[config.mk]
export PLATFORM = sky130hd
export DESIGN_NAME = sib_top
export DESIGN_NICKNAME = d
export VERILOG_FILES = /design/src/rtl/sib_pkg.sv /design/src/rtl/sib_baud.sv /design/src/rtl/sib_rx_sample.sv /design/src/rtl/sib_top.sv
export SDC_FILE = /design/constraint.sdc
export NUM_CORES = 1
export LEC_CHECK = 0
export ABC_AREA = 1
export BUFFER_PORTS_ARGS = -buffer_cell sky130_fd_sc_hd__buf_2
export CORE_ASPECT_RATIO = 0.9
export CORE_UTILIZATION = 63
export CTS_CLUSTER_SIZE = 25
export DETAILED_ROUTE_END_ITERATION = 12
export MAX_ROUTING_LAYER = met4
export PLACE_DENSITY = 0.93
export SYNTH_ARGS = -nofsm -noshare
export SYNTH_HDL_FRONTEND = slang
export SYNTH_SLANG_ARGS = --single-unit
[constraint.sdc]
create_clock -name SYS_CLK -period 6.74 [get_ports SYS_CLK]
set_clock_uncertainty 0.15 [all_clocks]
set_input_delay 0.337 -clock SYS_CLK [delete_from_list [all_inputs] [get_ports SYS_CLK]]
set_output_delay 0.337 -clock SYS_CLK [all_outputs]
set_load 0.02 [all_outputs]
[src/rtl/sib_pkg.sv]
// constants, types and helpers shared by the serial idle/break block
package sib_pkg;
    localparam logic [5:0]  OFS_BAUD   = 6'h00;
    localparam logic [5:0]  OFS_CTRL1  = 6'h04;
    localparam logic [5:0]  OFS_CTRL2  = 6'h08;
    localparam logic [5:0]  OFS_FLAGS  = 6'h0c;
    localparam logic [5:0]  OFS_MASK   = 6'h10;
    localparam logic [5:0]  OFS_DATA   = 6'h14;
    localparam int          C1_LONG    = 0;
    localparam int          C1_PAR_EN  = 1;
    localparam int          C1_PAR_ODD = 2;
    localparam int          C2_TX_EN   = 0;
    localparam int          C2_RX_EN   = 1;
    localparam int          C2_SBK     = 2;
    localparam int          C2_BKD_EN  = 3;
    localparam int          F_TX_BUFFER_EMPTY_FLAG     = 0;
    localparam int          F_TC       = 1;
    localparam int          F_RX_FULL_FLAG     = 2;
    localparam int          F_OVR      = 3;
    localparam int          F_NOISE    = 4;
    localparam int          F_FRAME    = 5;
    localparam int          F_PAR      = 6;
    localparam int          F_BRK      = 7;
    localparam int          F_RXACT    = 8;
    localparam logic [8:0]  STICKY     = 9'h0fc;
    localparam logic [12:0] BAUD_RST   = 13'h0041;
    localparam logic [3:0]  SUB_LAST   = 4'hf;
    localparam logic [3:0]  SUB_MID    = 4'h9;
    localparam logic [3:0]  BRK_SHORT  = 4'ha;
    localparam logic [3:0]  BRK_LONG   = 4'hb;
    localparam logic [3:0]  BITS_SHORT = 4'h8;
    localparam logic [3:0]  BITS_LONG  = 4'h9;
    localparam logic [3:0]  MARK_BITS  = 4'h1;
    localparam logic [10:0] LINE_ONES  = 11'h7ff;

    typedef enum logic [1:0] {LD_DATA, LD_BREAK, LD_MARK, LD_PREAMBLE}
        sib_load_t;
    typedef enum logic [1:0] {RX_IDLE, RX_START, RX_BITS, RX_WAIT_HI}
        sib_rx_t;

    typedef struct packed {
        logic maj;
        logic noisy;
    } sib_samp_t;

    typedef struct packed {
        logic [12:0] cnt;
        logic        tick;
    } sib_baud_st_t;

    typedef struct packed {
        logic [2:0] win;
    } sib_win_st_t;

    typedef struct packed {
        logic        pend;
        logic [31:0] rdata;
        logic [2:0]  c1;
        logic [3:0]  c2;
        logic [12:0] baud;
        logic [8:0]  mask;
        logic [8:0]  flags;
        logic        irq;
        logic [8:0]  tx_buf;
        logic        tx_buffer_empty_flag;
        logic        pre_pend;
        logic        brk_tail;
        logic        tx_busy;
        sib_load_t   tx_kind;
        logic [10:0] tx_sh;
        logic [3:0]  tx_cnt;
        logic [3:0]  tx_sub;
        sib_rx_t     rx_st;
        logic [3:0]  rx_sub;
        logic [3:0]  rx_cnt;
        logic [3:0]  rx_zc;
        logic        rx_hold;
        logic [8:0]  rx_sh;
        logic [8:0]  rx_data;
    } sib_state_t;

    function automatic logic sib_par(input logic [8:0] d, input logic lng,
                                     input logic odd);
        return (lng ? ^d[7:0] : ^d[6:0]) ^ odd;
    endfunction : sib_par

    // start bit in bit 0; short frames carry their stop bit in bit 9
    function automatic logic [10:0] sib_frame(input logic [8:0] d,
        input logic lng, input logic pe, input logic odd);
        logic [8:0] p;
        p = d;
        if (pe && lng) p[8] = sib_par(d, lng, odd);
        if (pe && !lng) p[7] = sib_par(d, lng, odd);
        if (!lng) p[8] = 1'b1;
        return {1'b1, p, 1'b0};
    endfunction : sib_frame
endpackage : sib_pkg

[src/rtl/sib_baud.sv]
// oversample tick generator, sixteen ticks per bit
`timescale 1ns/100ps
module sib_baud (
    input  logic        clk,
    input  logic        rst,
    input  logic [12:0] div,
    output logic        tick
);
    sib_pkg::sib_baud_st_t s_reg;
    sib_pkg::sib_baud_st_t s_next;

    always_comb begin
        s_next = s_reg;
        s_next.tick = 1'b0;
        // a divisor of 0 or 1 gives a tick every clock
        if ((s_reg.cnt + 13'h1) >= div) begin
            s_next.cnt = 13'h0;
            s_next.tick = 1'b1;
        end else begin
            s_next.cnt = s_reg.cnt + 13'h1;
        end
    end

    always_ff @(posedge clk) begin
        if (rst) s_reg <= '0;
        else s_reg <= s_next;
    end

    assign tick = s_reg.tick;
endmodule : sib_baud

[src/rtl/sib_rx_sample.sv]
// three-sample majority vote and noise detect on the receive line
`timescale 1ns/100ps
module sib_rx_sample (
    input  logic                clk,
    input  logic                rst,
    input  logic                tick,
    input  logic                rxd,
    output sib_pkg::sib_samp_t  smp
);
    sib_pkg::sib_win_st_t s_reg;
    sib_pkg::sib_win_st_t s_next;

    always_comb begin
        s_next = s_reg;
        if (tick) s_next.win = {s_reg.win[1:0], rxd};
    end

    always_ff @(posedge clk) begin
        if (rst) s_reg.win <= 3'h7;
        else s_reg <= s_next;
    end

    // disagreeing samples flag noise but the majority still wins
    assign smp.maj = (s_reg.win[0] & s_reg.win[1]) |
                     (s_reg.win[0] & s_reg.win[2]) |
                     (s_reg.win[1] & s_reg.win[2]);
    assign smp.noisy = ~(&s_reg.win) & (|s_reg.win);
endmodule : sib_rx_sample

[src/rtl/sib_top.sv]
// serial transmitter and receiver with idle, preamble and break handling
`timescale 1ns/100ps
// What this block does
// - the transmit pin sits at 1 whenever no frame is being shifted out.
// - clearing transmit enable drops the internal enable and idles the line.
// - a frame already shifting when enable clears is sent to its end.
// - buffer-empty rises when the data word moves into the shifter.
// - turning enable off then on queues a preamble ahead of the next frame.
// - writing 1 to send-break loads a break character into the shifter.
// - a break is all zeros, no start, stop or parity, 10 or 11 bits long.
// - while send-break stays 1 break characters follow back to back.
// - once send-break clears the break ends and at least one 1 follows.
// - the receiver sees a break after 10 or 11 zero samples in a row.
// - with break detect off a break sets framing and full, zeroes data.
// - with break detect off overrun, noise and active may also set; parity does not.
// - with break detect on a break sets the break flag at any bit.
// - with break detect on full, overrun, framing, parity, data hold still.
module sib_top (
    input  logic        SYS_CLK,
    input  logic        SYS_RST,
    input  logic [5:0]  AVS_ADDRESS,
    input  logic        AVS_READ,
    input  logic        AVS_WRITE,
    input  logic [31:0] AVS_WRITEDATA,
    output logic [31:0] AVS_READDATA,
    output logic        AVS_WAITREQUEST,
    output logic        TXD,
    input  logic        RXD,
    output logic        IRQ
);
    sib_pkg::sib_state_t s_reg;
    sib_pkg::sib_state_t s_next;
    sib_pkg::sib_samp_t  smp;
    sib_pkg::sib_load_t  ld_kind;
    logic                tick;
    logic                req;
    logic                rd_acc;
    logic                wr_acc;
    logic                tx_en;
    logic                send_break_bit;
    logic                break_detect_enable;
    logic                lng;
    logic                bit_end;
    logic                bit_last;
    logic                tx_free;
    logic                ld;
    logic                samp;
    logic                zc_hit;
    logic                bkd_evt;
    logic                post;
    logic                post_brk;
    logic                post_fe;
    logic [3:0]          brk_len;
    logic [3:0]          nbits;
    logic [3:0]          zc_new;
    logic [8:0]          view;
    logic [8:0]          rx_word;

    sib_baud u_baud (
        .clk  (SYS_CLK),
        .rst  (SYS_RST),
        .div  (s_reg.baud),
        .tick (tick)
    );

    sib_rx_sample u_samp (
        .clk  (SYS_CLK),
        .rst  (SYS_RST),
        .tick (tick),
        .rxd  (RXD),
        .smp  (smp)
    );

    // one wait state per access keeps read data registered
    assign req = AVS_READ | AVS_WRITE;
    assign AVS_WAITREQUEST = req & ~s_reg.pend;
    assign rd_acc = AVS_READ & s_reg.pend;
    assign wr_acc = AVS_WRITE & s_reg.pend;
    assign AVS_READDATA = s_reg.rdata;
    assign IRQ = s_reg.irq;
    assign TXD = s_reg.tx_busy ? s_reg.tx_sh[0] : 1'b1;

    assign view = {s_reg.rx_st != sib_pkg::RX_IDLE, s_reg.flags[7:2],
                   ~s_reg.tx_busy & s_reg.tx_buffer_empty_flag, s_reg.tx_buffer_empty_flag};
    assign lng = s_reg.c1[sib_pkg::C1_LONG];
    assign brk_len = lng ? sib_pkg::BRK_LONG : sib_pkg::BRK_SHORT;
    assign nbits = lng ? sib_pkg::BITS_LONG : sib_pkg::BITS_SHORT;
    assign rx_word = lng ? s_reg.rx_sh : {1'b0, s_reg.rx_sh[8:1]};

    always_comb begin
        s_next = s_reg;
        ld = 1'b0;
        ld_kind = sib_pkg::LD_DATA;
        post = 1'b0;
        post_brk = 1'b0;
        post_fe = 1'b0;
        bkd_evt = 1'b0;

        // register bus
        s_next.pend = req & ~s_reg.pend;
        if (req && !s_reg.pend) begin
            case (AVS_ADDRESS)
                sib_pkg::OFS_BAUD:  s_next.rdata = {19'h0, s_reg.baud};
                sib_pkg::OFS_CTRL1: s_next.rdata = {29'h0, s_reg.c1};
                sib_pkg::OFS_CTRL2: s_next.rdata = {28'h0, s_reg.c2};
                sib_pkg::OFS_FLAGS: s_next.rdata = {23'h0, view};
                sib_pkg::OFS_MASK:  s_next.rdata = {23'h0, s_reg.mask};
                sib_pkg::OFS_DATA:  s_next.rdata = {23'h0, s_reg.rx_data};
                default:            s_next.rdata = 32'h0;
            endcase
        end
        if (wr_acc) begin
            case (AVS_ADDRESS)
                sib_pkg::OFS_BAUD:  s_next.baud = AVS_WRITEDATA[12:0];
                sib_pkg::OFS_CTRL1: s_next.c1 = AVS_WRITEDATA[2:0];
                sib_pkg::OFS_CTRL2: s_next.c2 = AVS_WRITEDATA[3:0];
                sib_pkg::OFS_FLAGS: s_next.flags = s_reg.flags &
                    ~(AVS_WRITEDATA[8:0] & sib_pkg::STICKY);
                sib_pkg::OFS_MASK:  s_next.mask = AVS_WRITEDATA[8:0];
                sib_pkg::OFS_DATA: begin
                    s_next.tx_buf = AVS_WRITEDATA[8:0];
                    s_next.tx_buffer_empty_flag = 1'b0;
                end
                default: ;
            endcase
        end
        if (rd_acc && AVS_ADDRESS == sib_pkg::OFS_DATA)
            s_next.flags[sib_pkg::F_RX_FULL_FLAG] = 1'b0;

        // transmitter
        tx_en = s_next.c2[sib_pkg::C2_TX_EN];
        send_break_bit = s_next.c2[sib_pkg::C2_SBK];
        break_detect_enable = s_next.c2[sib_pkg::C2_BKD_EN];
        if (tx_en && !s_reg.c2[sib_pkg::C2_TX_EN])
            s_next.pre_pend = 1'b1;
        bit_end = s_reg.tx_busy & tick & (s_reg.tx_sub == sib_pkg::SUB_LAST);
        bit_last = bit_end & (s_reg.tx_cnt == sib_pkg::MARK_BITS);
        if (s_reg.tx_busy && tick) s_next.tx_sub = s_reg.tx_sub + 4'h1;
        // the frame in flight runs on whatever enable does
        if (bit_end) begin
            s_next.tx_sh = {1'b1, s_reg.tx_sh[10:1]};
            s_next.tx_cnt = s_reg.tx_cnt - 4'h1;
        end
        if (bit_last) s_next.tx_busy = 1'b0;
        tx_free = ~s_reg.tx_busy | bit_last;
        // nothing new is loaded while disabled, so the line idles
        if (tx_free && tx_en) begin
            ld = 1'b1;
            if (send_break_bit) ld_kind = sib_pkg::LD_BREAK;
            else if (s_reg.brk_tail) ld_kind = sib_pkg::LD_MARK;
            else if (s_next.pre_pend) ld_kind = sib_pkg::LD_PREAMBLE;
            else if (!s_next.tx_buffer_empty_flag) ld_kind = sib_pkg::LD_DATA;
            else ld = 1'b0;
        end
        if (ld) begin
            s_next.tx_busy = 1'b1;
            s_next.tx_sub = 4'h0;
            s_next.tx_kind = ld_kind;
            s_next.brk_tail = (ld_kind == sib_pkg::LD_BREAK);
            s_next.tx_cnt = brk_len;
            case (ld_kind)
                sib_pkg::LD_BREAK: s_next.tx_sh = 11'h000;
                sib_pkg::LD_MARK: begin
                    s_next.tx_sh = sib_pkg::LINE_ONES;
                    s_next.tx_cnt = sib_pkg::MARK_BITS;
                end
                sib_pkg::LD_PREAMBLE: begin
                    s_next.tx_sh = sib_pkg::LINE_ONES;
                    s_next.pre_pend = 1'b0;
                end
                default: begin
                    s_next.tx_sh = sib_pkg::sib_frame(s_next.tx_buf, lng,
                        s_reg.c1[sib_pkg::C1_PAR_EN],
                        s_reg.c1[sib_pkg::C1_PAR_ODD]);
                    s_next.tx_buffer_empty_flag = 1'b1;
                end
            endcase
        end

        // receiver: zero run counted across frame ends
        samp = tick & (s_reg.rx_sub == sib_pkg::SUB_MID);
        if (tick && s_reg.rx_st != sib_pkg::RX_IDLE)
            s_next.rx_sub = s_reg.rx_sub + 4'h1;
        zc_new = smp.maj ? 4'h0 : ((s_reg.rx_zc == brk_len) ?
                 s_reg.rx_zc : s_reg.rx_zc + 4'h1);
        zc_hit = samp & ~smp.maj & (s_reg.rx_zc == brk_len - 4'h1) &
                 (s_reg.rx_st == sib_pkg::RX_BITS ||
                  s_reg.rx_st == sib_pkg::RX_WAIT_HI);
        if (samp && smp.noisy && s_reg.rx_st != sib_pkg::RX_IDLE)
            s_next.flags[sib_pkg::F_NOISE] = 1'b1;
        case (s_reg.rx_st)
            sib_pkg::RX_IDLE: begin
                if (tick && s_reg.c2[sib_pkg::C2_RX_EN] && !RXD) begin
                    s_next.rx_st = sib_pkg::RX_START;
                    s_next.rx_sub = 4'h0;
                    s_next.rx_zc = 4'h0;
                end
            end
            sib_pkg::RX_START: begin
                if (samp && smp.maj) begin
                    s_next.rx_st = sib_pkg::RX_IDLE;
                end else if (samp) begin
                    s_next.rx_st = sib_pkg::RX_BITS;
                    s_next.rx_cnt = 4'h0;
                    s_next.rx_zc = zc_new;
                end
            end
            sib_pkg::RX_BITS: begin
                if (samp) begin
                    s_next.rx_zc = zc_new;
                    if (s_reg.rx_cnt != nbits) begin
                        s_next.rx_sh = {smp.maj, s_reg.rx_sh[8:1]};
                        s_next.rx_cnt = s_reg.rx_cnt + 4'h1;
                    end else begin
                        s_next.rx_st = smp.maj ? sib_pkg::RX_IDLE :
                                       sib_pkg::RX_WAIT_HI;
                        if (zc_hit && !break_detect_enable) begin
                            post = 1'b1;
                            post_brk = 1'b1;
                        end else if (!break_detect_enable || smp.maj) begin
                            post = 1'b1;
                            post_fe = ~smp.maj;
                        end else begin
                            // hold a bad stop until we know it is no break
                            s_next.rx_hold = 1'b1;
                        end
                    end
                end
            end
            sib_pkg::RX_WAIT_HI: begin
                if (samp) begin
                    s_next.rx_zc = zc_new;
                    if (smp.maj) begin
                        s_next.rx_st = sib_pkg::RX_IDLE;
                        post = s_reg.rx_hold;
                        post_fe = 1'b1;
                        s_next.rx_hold = 1'b0;
                    end
                end
            end
            default: s_next.rx_st = sib_pkg::RX_IDLE;
        endcase
        if (zc_hit && break_detect_enable) begin
            bkd_evt = 1'b1;
            post = 1'b0;
            s_next.rx_hold = 1'b0;
            s_next.rx_st = sib_pkg::RX_WAIT_HI;
            s_next.flags[sib_pkg::F_BRK] = 1'b1;
        end
        // hardware sets land after software clears, so sets win
        if (post) begin
            if (s_next.flags[sib_pkg::F_RX_FULL_FLAG])
                s_next.flags[sib_pkg::F_OVR] = 1'b1;
            if (post_brk) begin
                s_next.rx_data = 9'h000;
                s_next.flags[sib_pkg::F_RX_FULL_FLAG] = 1'b1;
                s_next.flags[sib_pkg::F_FRAME] = 1'b1;
            end else if (!s_next.flags[sib_pkg::F_RX_FULL_FLAG]) begin
                s_next.rx_data = rx_word;
                s_next.flags[sib_pkg::F_RX_FULL_FLAG] = 1'b1;
                if (post_fe) s_next.flags[sib_pkg::F_FRAME] = 1'b1;
                if (s_reg.c1[sib_pkg::C1_PAR_EN] &&
                    ((lng ? rx_word[8] : rx_word[7]) !=
                     sib_pkg::sib_par(rx_word, lng,
                                      s_reg.c1[sib_pkg::C1_PAR_ODD])))
                    s_next.flags[sib_pkg::F_PAR] = 1'b1;
            end
        end
        s_next.irq = |(view & s_reg.mask);
    end

    always_ff @(posedge SYS_CLK) begin
        if (SYS_RST) begin
            s_reg <= '0;
            s_reg.baud <= sib_pkg::BAUD_RST;
            s_reg.tx_buffer_empty_flag <= 1'b1;
        end else begin
            s_reg <= s_next;
        end
    end
endmodule : sib_top

==> results.ini, run 1 <==
[sta]
slew_violations=0
rsz0062_at_grt=false
slew-limit-headroom_pct=28.4
setup_tns_ns=0
finalHoldViolCount=0
layout_setup_ws_ns=3.28
fin_crit_sh_pct=51.4
max_freq_mhz=289
setup_violations=0
period_minus_slack_ns=3.46
worstMarginPinSlew_ns=1.07
hold_slack_ns=0.0283

[clock_tree]
cts_hold_buf=0
cts_buffers=17
clkLatencyLatePin_ns=0.41
htreeDepth=4
path_clk_slew_ns=0.06
cts.sinks=132
post_cts_buffers=0
cts-root-buf=clkbuf_16
cts_resized=0
cts_buffer_depth=2
cts_tree=done

[global_route]
grt_pass1_vias=6302
grt_max_degree=64
overflow=0
grt_first_pass_wirelength_microns=29200
antenna_found_initial=0
track_usage_pct=33.4

[critical_path]
path_max_fanout=13
r2r_slack_ns=3.28
endpoint_kind=flop
cp_data_required_time_ns=6.91
path_class=reg2reg
critPathArrivalTime_ns=3.64
cp-start-kind=flop

[pwr]
comb_power_share_pct=5.9
powerDensity_nw_per_um2=239
swShare_pct=24.6
power_frac_seq_pct=43.7
clkPwrFrac_pct=50.4
ir_worst_vdd_mv=0.195
p_int_w=0.00138
power_switching_w=0.000449
power.leakage_nw=3.34

[synth]
synthTopCellsByArea=dfxtp_1, nand2_1, a21oi_1
yosysTopAreaCell=dfxtp_1
yosysTopAreaCellShare_pct=38.1
ys_warn_count=0
ys_types=53
synth_edf_count=0
synth-async-reset-ratio_pct=0
synthMostInstantiatedCell=nand2_1
synth_compound_area_share_pct=19.7
syn_inst=970
synth-xor-area-share_pct=3.15
ys.flop_type=dfxtp_1
synth_top_family_by_area=simple AND/OR/NAND/NOR gates
netlist_area_sq_um=6940
yosys.area_share.simple_pct=22.5
ys_ff_latch=132
yosys-mux-area-fraction_pct=0
synth_adder_area_share_pct=3.78
synth_common_cells=nand2_1, dfxtp_1, inv_1
syn_area_per_cell_sq_um=7.16
yosysSeqAreaShare_pct=38.1

[placed_design]
post-place-cells=1102
hpwl_microns=11600
place_congestion=0.954
place_ws_ns=3.37
io_buffer_count=39

[run_status]
status=finished, final reports clean

[detailed_routing]
drtPass1Iterations=7
post-route-drc-count=0
drt_iter0_drc=888
wl_per_cell_microns=15.7
antenna_left=0
via_per_inst=5.93
via_count=6728
wirelength_microns=17800

[floorplanning]
rows=35
dieArea_sq_um=11400
dieWidth_microns=113
start_util_pct=66.3
ioPinCount=78
die_y_microns=102
core_sq_um=10500

[job]
maxCapViolCount=0

[final_layout]
largest_reg_flops=100
finalNetCount=1056
fillers=731
n_antenna_cell=0
synthToLayoutAreaGrowth_pct=9.93
drive_gt1_share_pct=11.3
instances_no_fill=1134

[worst_hold_path]
min_path_type=in2reg

## logic make-up after synthesis
kind of cell	Yosys count
compound gates	245
xor+xnor	25
fa+ha+maj	21
buf+inv	198
flops	132
other cells	1
simple gates	348
## routing by layer
| layer | wire, microns | share of wire (%) | global-route usage [%] | up-vias |
|---|---|---|---|---|
| met3 | 1840 | 10 | 9.04 | 70 |
| li1 | - | - | - | 3206 |
| met2 | 8170 | 46 | 52.8 | 386 |
| met4 | 583 | 3.3 | 15.9 | 0 |
| met1 | 7190 | 40 | 39.8 | 3066 |
| met5 | 0 | 0 | - | - |
## through the flow
stage	utilization (%)	power [W]	instance area, sq um
after CTS	72.9	0.00182	7630
after global placement	67.3	0.000913	7040
final	72.9	0.00182	7630
after detailed placement	67.3	0.000916	7040
after global routing	72.9	0.00188	7630
after floorplan	-	0.000897	7010
## worst paths after layout
check | start | endpoint | cells after the start
worst max-delay path | u_baud.s_reg[1]$_SDFF_PP0_ | u_baud.s_reg[3]$_SDFF_PP0_ | 14
worst min-delay path | RXD | u_samp.s_reg[0]$_SDFFE_PP1P_ | 3
worst max register to register | u_baud.s_reg[1]$_SDFF_PP0_ | u_baud.s_reg[3]$_SDFF_PP0_ | 14
worst min register to register | AVS_READDATA[6]$_SDFFE_PP0P_ | AVS_READDATA[6]$_SDFFE_PP0P_ | 2
## cells in the final DEF, fill, tap and decap left out, drive strengths merged, types with 7 or more instances in the layout
cell type,n
a211oi,7
a22oi,11
conb,19
inv,137
o21ai,96
xnor2,8
xor2,17
ha,21
clkbuf,18
nand3,40
dfxtp,132
nor3,12
nand4,20
buf,44
nor2,87
a21oi,109
clkinv,11
nand2,176
## critical path, cell delays in order, from the launching register on
cell and delay (ns):
dfxtp_1 0.37, ha_1 0.19, nand2_1 0.08, nor2_1 0.21
nand4_1 0.16, nor2_1 0.30, nand4_1 0.17, xor2_1 0.24
inv_1 0.07, ha_1 0.31, a21oi_1 0.15, o31ai_1 0.08
a21oi_1 0.17, nand4_1 0.47, nor3_1 0.28
## power groups by stage
stage          Combinational, W  Clock (W)  Sequential (W)
2_1_floorplan         0.0000850          0        0.000812
3_3_place_gp          0.0000993          0        0.000813
3_5_place_dp           0.000102          0        0.000814
4_1_cts                0.000104   0.000923        0.000797
5_1_grt                0.000117   0.000962        0.000798
6_report               0.000107   0.000920        0.000797
## final cells by class
| class | instances | area [sq um] | share of cell area, % |
|---|---|---|---|
| multi-input combinational | 658 | 3480 | 45.6 |
| sequential | 132 | 2640 | 34.6 |
| clock buffer | 18 | 439 | 5.75 |
| inverter | 139 | 523 | 6.85 |
| clock inverter | 14 | 154 | 2.02 |
| timing repair buffer | 44 | 233 | 3.05 |
| tap | 129 | 161 | 2.11 |
Power figures use the tool's default switching activity.
==> run 2: changes to the inputs <==
--- a/config.mk
+++ b/config.mk
@@ -8,11 +8,11 @@
 export ABC_AREA = 1
 export BUFFER_PORTS_ARGS = -buffer_cell sky130_fd_sc_hd__buf_2
 export CORE_ASPECT_RATIO = 0.9
-export CORE_UTILIZATION = 63
+export CORE_UTILIZATION = 59
 export CTS_CLUSTER_SIZE = 25
 export DETAILED_ROUTE_END_ITERATION = 12
 export MAX_ROUTING_LAYER = met4
-export PLACE_DENSITY = 0.93
+export PLACE_DENSITY = 0.88
 export SYNTH_ARGS = -nofsm -noshare
 export SYNTH_HDL_FRONTEND = slang
 export SYNTH_SLANG_ARGS = --single-unit
==> constraint.sdc (replaced) <==
create_clock -name SYS_CLK -period 3.4 [get_ports SYS_CLK]
set_clock_uncertainty 0.15 [all_clocks]
set_input_delay 0.17 -clock SYS_CLK [delete_from_list [all_inputs] [get_ports SYS_CLK]]
set_output_delay 0.17 -clock SYS_CLK [all_outputs]
set_load 0.02 [all_outputs]
==> run 2 against run 1 <==
  * Critical path depth increased by 1
  * Combinational power rose by 110%
  * Wire length decreased by 1.9%
  * Power rose by 100%
  * Cell count grew 4.2%
  * Register-to-register slack worse by 2.9 ns
==> results.ini, run 2 (synthesized netlist as in run 1, its figures left out) <==
[detailed_routing]
wl_per_cell_microns=14.7  ; -5.9%
drtPass1Iterations=7  ; unchanged
via_count=6632  ; -1.4%
post-route-drc-count=0  ; unchanged
drt_iter0_drc=775  ; -13%
antenna_left=0  ; unchanged
wirelength_microns=17400  ; -1.9%
via_per_inst=5.61  ; -5.4%

[clock_tree]
htreeDepth=4  ; unchanged
cts_resized=0  ; unchanged
cts.sinks=132  ; unchanged
clkLatencyLatePin_ns=0.42  ; about the same
cts-root-buf=clkbuf_16
path_clk_slew_ns=0.06  ; about the same
cts_buffers=17  ; unchanged
cts_tree=done
cts_buffer_depth=2  ; unchanged

[placed_design]
hpwl_microns=11800  ; +1.6%
io_buffer_count=39  ; unchanged
place_congestion=1.00  ; +4.9%
place_area_sq_um=7120  ; +1.1%

[floorplanning]
dieArea_sq_um=12200  ; +6.7%
dieWidth_microns=116  ; +3.3%
core_sq_um=11400  ; +9.3%
rows=37  ; +5.7%
start_util_pct=60.7  ; -5.6 points
ioPinCount=78  ; unchanged
die_y_microns=105  ; +3.3%

[critical_path]
cp_data_required_time_ns=3.55  ; -3.36 ns
critPathArrivalTime_ns=3.19  ; -0.45 ns
crit_top_cell=nand4_1
worst-path-buf-inv=3  ; +2
critPathTopFamily=simple AND/OR/NAND/NOR gates
critPathMaxStageDelay_ns=0.38  ; -0.09 ns
path_class=reg2reg
endpoint_kind=flop
worstPathCellList=ha_1 -> nand2_1 -> nor2_1 -> nand4_1 -> nor2_1 -> nand4_1 -> xor2_1 -> inv_1 -> ha_1 -> inv_1 -> nor4_1 -> o211ai_1 -> nand4_1 -> buf_4 -> nor3_1
cp-start-kind=flop
cp_slowest_cell=dfxtp_1
path_max_fanout=13  ; unchanged

[sta]
hold_slack_ns=0.0456  ; +0.0173 ns
slew-limit-headroom_pct=27.6  ; -0.75 points
rsz0062_at_grt=false
fin_crit_sh_pct=89.2  ; +38 points
slew_violations=0  ; unchanged
finalHoldViolCount=0  ; unchanged
worstMarginPinSlew_ns=1.08  ; +0.0112 ns
max_freq_mhz=330  ; +14%
setup_violations=0  ; unchanged
period_minus_slack_ns=3.03  ; -0.430 ns
setup_tns_ns=0  ; unchanged

[job]
maxCapViolCount=0  ; unchanged

[final_layout]
fillers=887  ; +21%
final_common_cell=nand2_1
finalNetCount=1076  ; +1.9%
final_area_sq_um=7870  ; +3.1%
synthToLayoutAreaGrowth_pct=13.3
final_cell_mix=nand2_1, dfxtp_1, inv_1, a21oi_1, o21ai_0
drive_gt1_share_pct=11.8  ; +0.46 points
largest_reg_flops=100  ; unchanged

[global_route]
antenna_found_initial=1  ; +1
grt_first_pass_wirelength_microns=27800  ; -4.6%
grt_pass1_vias=5978  ; -5.1%
grt_max_degree=45  ; -30%
track_usage_pct=30.3  ; -3.1 points
overflow=0  ; unchanged

[pwr]
power.leakage_nw=3.44  ; +2.7%
finalPower_w=0.00368  ; +100%
ir_worst_vdd_mv=0.394  ; +100%
powerDensity_nw_per_um2=468  ; +96%

[run_status]
status=finished, final reports clean

[worst_hold_path]
min_path_type=in2reg

[run 2: cell type report]
| class | count | area [sq um] | area share (%) |
|---|---|---|---|
| diodes | 1 | 2.50 | 0.0318 |
| clock buffers | 17 | 425 | 5.41 |
| clock inverters | 15 | 183 | 2.32 |
| inverters | 139 | 523 | 6.65 |
| multi-input cells | 658 | 3480 | 44.2 |
| flip-flops and latches | 132 | 2640 | 33.6 |
| well taps | 156 | 195 | 2.48 |
| repair buffers | 64 | 415 | 5.28 |
[run 2: final timing paths]
path | startpoint | to | slack [ns] | cells after the start
worst max register to register | u_baud.s_reg[1]$_SDFF_PP0_ | u_baud.s_reg[3]$_SDFF_PP0_ | 0.37 | 15
worst max-delay path | u_baud.s_reg[1]$_SDFF_PP0_ | u_baud.s_reg[3]$_SDFF_PP0_ | 0.37 | 15
worst min register to register | s_reg[95]$_SDFFE_PP0P_ | AVS_READDATA[9]$_SDFFE_PP0P_ | 0.31 | 2
worst min-delay path | AVS_READ | s_reg[138]$_SDFF_PP0_ | 0.05 | 4
[run 2: report_power, final]
| part | internal (W) | total (W) | switching [W] |
|---|---|---|---|
| clock network | 0.00116 | 0.00187 | 0.000713 |
| logic | 0.0000703 | 0.000227 | 0.000157 |
| registers | 0.00157 | 0.00158 | 0.0000158 |
| total | 0.00279 | 0.00368 | 0.000886 |
[run 2: worst min-delay path, delay by kind of cell]
kind | cells | cell delay [ns]
buffers and inverters | 2 | 0.25
AND/OR/NAND/NOR | 1 | 0.08
AO/OA/AOI/OAI | 1 | 0.07
[run 2: layer usage]
| layer | track usage (%) | share of wire, % | vias to the layer above |
|---|---|---|---|
| met2 | 45.9 | 46 | 302 |
| met1 | 37.9 | 42 | 3028 |
| met3 | 8.35 | 8.9 | 58 |
| li1 | - | - | 3244 |
| met4 | 12.5 | 3.0 | 0 |
| met5 | - | 0 | - |
[run 2: what timing repair did]
action,4_1_cts,5_1_grt
setup buffers,0,1
hold buffers,13,0
hold endpoints to repair,24,0
setup endpoints to repair,0,13
[run 2: stage by stage]
step / setup slack (ns) / instances / utilization (%)
final: 0.367 / 1182 / 68.8
after CTS: 0.0848 / 1180 / 68.7
after detailed placement: 0.0972 / 1135 / 62.2
after global placement: 0.191 / 1135 / 62.2
after global routing: 0.0465 / 1182 / 68.8
after floorplan: 0.510 / 988 / -
==> run 3: changes to the inputs <==
==> constraint.sdc (replaced) <==
create_clock -name SYS_CLK -period 3.4 [get_ports SYS_CLK]
set_clock_uncertainty 0.15 [all_clocks]
set_input_delay 0.51 -clock SYS_CLK [delete_from_list [all_inputs] [get_ports SYS_CLK]]
set_output_delay 0.51 -clock SYS_CLK [all_outputs]
set_load 0.02 [all_outputs]
==> run 3 against run 2 <==
  * Power is 0.95% lower
  * Sequential share of layout area is 0.48 points higher
  * Hold slack improved by 0.15 ns
  * Register-to-register slack improved by 0.08 ns
  * Critical endpoint is now u_baud.s_reg[5]$_SDFF_PP0_
  * Highest routed layer unchanged
==> results.ini, run 3 (synthesized netlist as in run 1, its figures left out) <==
[critical_path]
cp-start-kind=flop
critPathArrivalTime_ns=3.11  ; -0.08 ns
path_class=reg2reg
cp_data_required_time_ns=3.56  ; about the same
path_max_fanout=12  ; -1
endpoint_kind=flop

[run_status]
status=finished, final reports clean

[global_route]
overflow=0  ; unchanged
grt_pass1_vias=5961  ; -0.28%
track_usage_pct=30.8  ; +0.49 points
grt_first_pass_wirelength_microns=28400  ; +1.9%
grt_max_degree=45  ; unchanged
antenna_found_initial=0  ; -1

[sta]
setup_tns_ns=0  ; unchanged
setup_violations=0  ; unchanged
slew-limit-headroom_pct=31.6  ; +4.0 points
layout_setup_ws_ns=0.444  ; +0.0773 ns
fin_crit_sh_pct=86.9  ; -2.3 points
period_minus_slack_ns=2.96  ; -0.0773 ns
worstMarginPinSlew_ns=1.02  ; -0.0594 ns
finalHoldViolCount=0  ; unchanged
max_freq_mhz=338  ; +2.6%
rsz0062_at_grt=false
slew_violations=0  ; unchanged

[floorplanning]
core_sq_um=11400  ; unchanged
rows=37  ; unchanged
ioPinCount=78  ; unchanged
start_util_pct=60.7  ; unchanged
die_y_microns=105  ; unchanged
dieArea_sq_um=12200  ; unchanged
dieWidth_microns=116  ; unchanged

[final_layout]
final_cell_mix=nand2_1, dfxtp_1, inv_1, a21oi_1, o21ai_0
finalNetCount=1067  ; -0.84%
drive_gt1_share_pct=12.2  ; +0.40 points
largest_reg_flops=100  ; unchanged
n_antenna_cell=0  ; -1
synthToLayoutAreaGrowth_pct=11.7
instances_no_fill=1172  ; -0.85%
final_area_sq_um=7750  ; -1.4%
final_common_cell=nand2_1

[detailed_routing]
drt_iter0_drc=860  ; +11%
antenna_left=0  ; unchanged
via_per_inst=5.59  ; -0.41%
via_count=6549  ; -1.3%
wl_per_cell_microns=14.8  ; +0.20%
wirelength_microns=17300  ; -0.65%
post-route-drc-count=0  ; unchanged
drtPass1Iterations=6  ; -1

[pwr]
clkPwrFrac_pct=50.6  ; -0.2 points
power_frac_seq_pct=43.4  ; +0.4 points
p_int_w=0.00278  ; -0.58%
finalPower_w=0.00364  ; -0.95%
ir_worst_vdd_mv=0.366  ; -7.2%
comb_power_share_pct=6.0  ; -0.2 points
powerDensity_nw_per_um2=470  ; +0.47%
power_switching_w=0.000867  ; -2.1%
swShare_pct=23.8  ; -0.28 points
power.leakage_nw=3.41  ; -0.87%

[job]
maxCapViolCount=0  ; unchanged

[clock_tree]
htreeDepth=4  ; unchanged
clkLatencyLatePin_ns=0.42  ; about the same
cts_buffers=17  ; unchanged
cts_hold_buf=0  ; -13
cts_buffer_depth=2  ; unchanged
cts-root-buf=clkbuf_16
path_clk_slew_ns=0.06  ; about the same
cts_tree=done
cts.sinks=132  ; unchanged

[placed_design]
io_buffer_count=39  ; unchanged
place_area_sq_um=7150  ; +0.42%
hpwl_microns=11900  ; +1.1%
place_congestion=0.939  ; -6.2%
post-place-cells=1139  ; +0.35%
place_ws_ns=0.194  ; +0.0969 ns

[worst_hold_path]
min_path_type=in2reg

## run 3: path summary, 6_finish.rpt
path,cells past startpoint,startpoint,endpoint,slack (ns)
max,15,u_baud.s_reg[1]$_SDFF_PP0_,u_baud.s_reg[5]$_SDFF_PP0_,0.44
min,3,RXD,u_samp.s_reg[0]$_SDFFE_PP1P_,0.19
max reg2reg,15,u_baud.s_reg[1]$_SDFF_PP0_,u_baud.s_reg[5]$_SDFF_PP0_,0.44
min reg2reg,2,s_reg[51]$_SDFFE_PP0P_,s_reg[51]$_SDFFE_PP0P_,0.30
## run 3: per-layer routing
layer	part of all wire, %	wire length [microns]	track usage [%]
met5	0	0	-
met4	2.3	395	12.0
met3	8.8	1530	8.06
met2	46	7970	45.9
met1	43	7430	39.7
## run 3: repair_timing
item | CTS | global route
setup endpoints to repair | 0 | 13
resized for setup | 0 | 1
buffers inserted | 0 | 1
## run 3: metrics by stage
step / util (%) / hold WS (ns)
after floorplan: - / 0.272
after global placement: 62.5 / 0.280
after detailed placement: 62.5 / 0.292
after CTS: 67.7 / 0.192
after global routing: 67.8 / 0.226
final: 67.8 / 0.192
## run 3: final cells by class
cell class                 instances  area, sq um
tap                              156          195
fill                             892         3680
sequential                       132         2640
clock inverter                    13          160
inverter                         139          523
timing repair buffer              55          315
multi-input combinational        658         3490
clock buffer                      19          433
## run 3: worst max-delay path: stages (launching register included)
cell     delay (ns)
dfxtp_1        0.37
ha_1           0.20
nand2_1        0.10
nor2_1         0.19
nand4_1        0.14
nor2_1         0.16
buf_4          0.14
xnor2_1        0.14
inv_1          0.07
ha_1           0.30
inv_1          0.07
nor4_1         0.25
nand3_1        0.15
nand4_1        0.15
buf_4          0.22
nor2_1         0.06
## run 3: power by group through the flow
stage / Sequential (W) / Clock, W / Combinational (W)
5_1_grt: 0.00158 / 0.00193 / 0.000243
2_1_floorplan: 0.00161 / 0 / 0.000168
3_3_place_gp: 0.00161 / 0 / 0.000204
6_report: 0.00158 / 0.00184 / 0.000219
4_1_cts: 0.00158 / 0.00186 / 0.000214
3_5_place_dp: 0.00161 / 0 / 0.000209
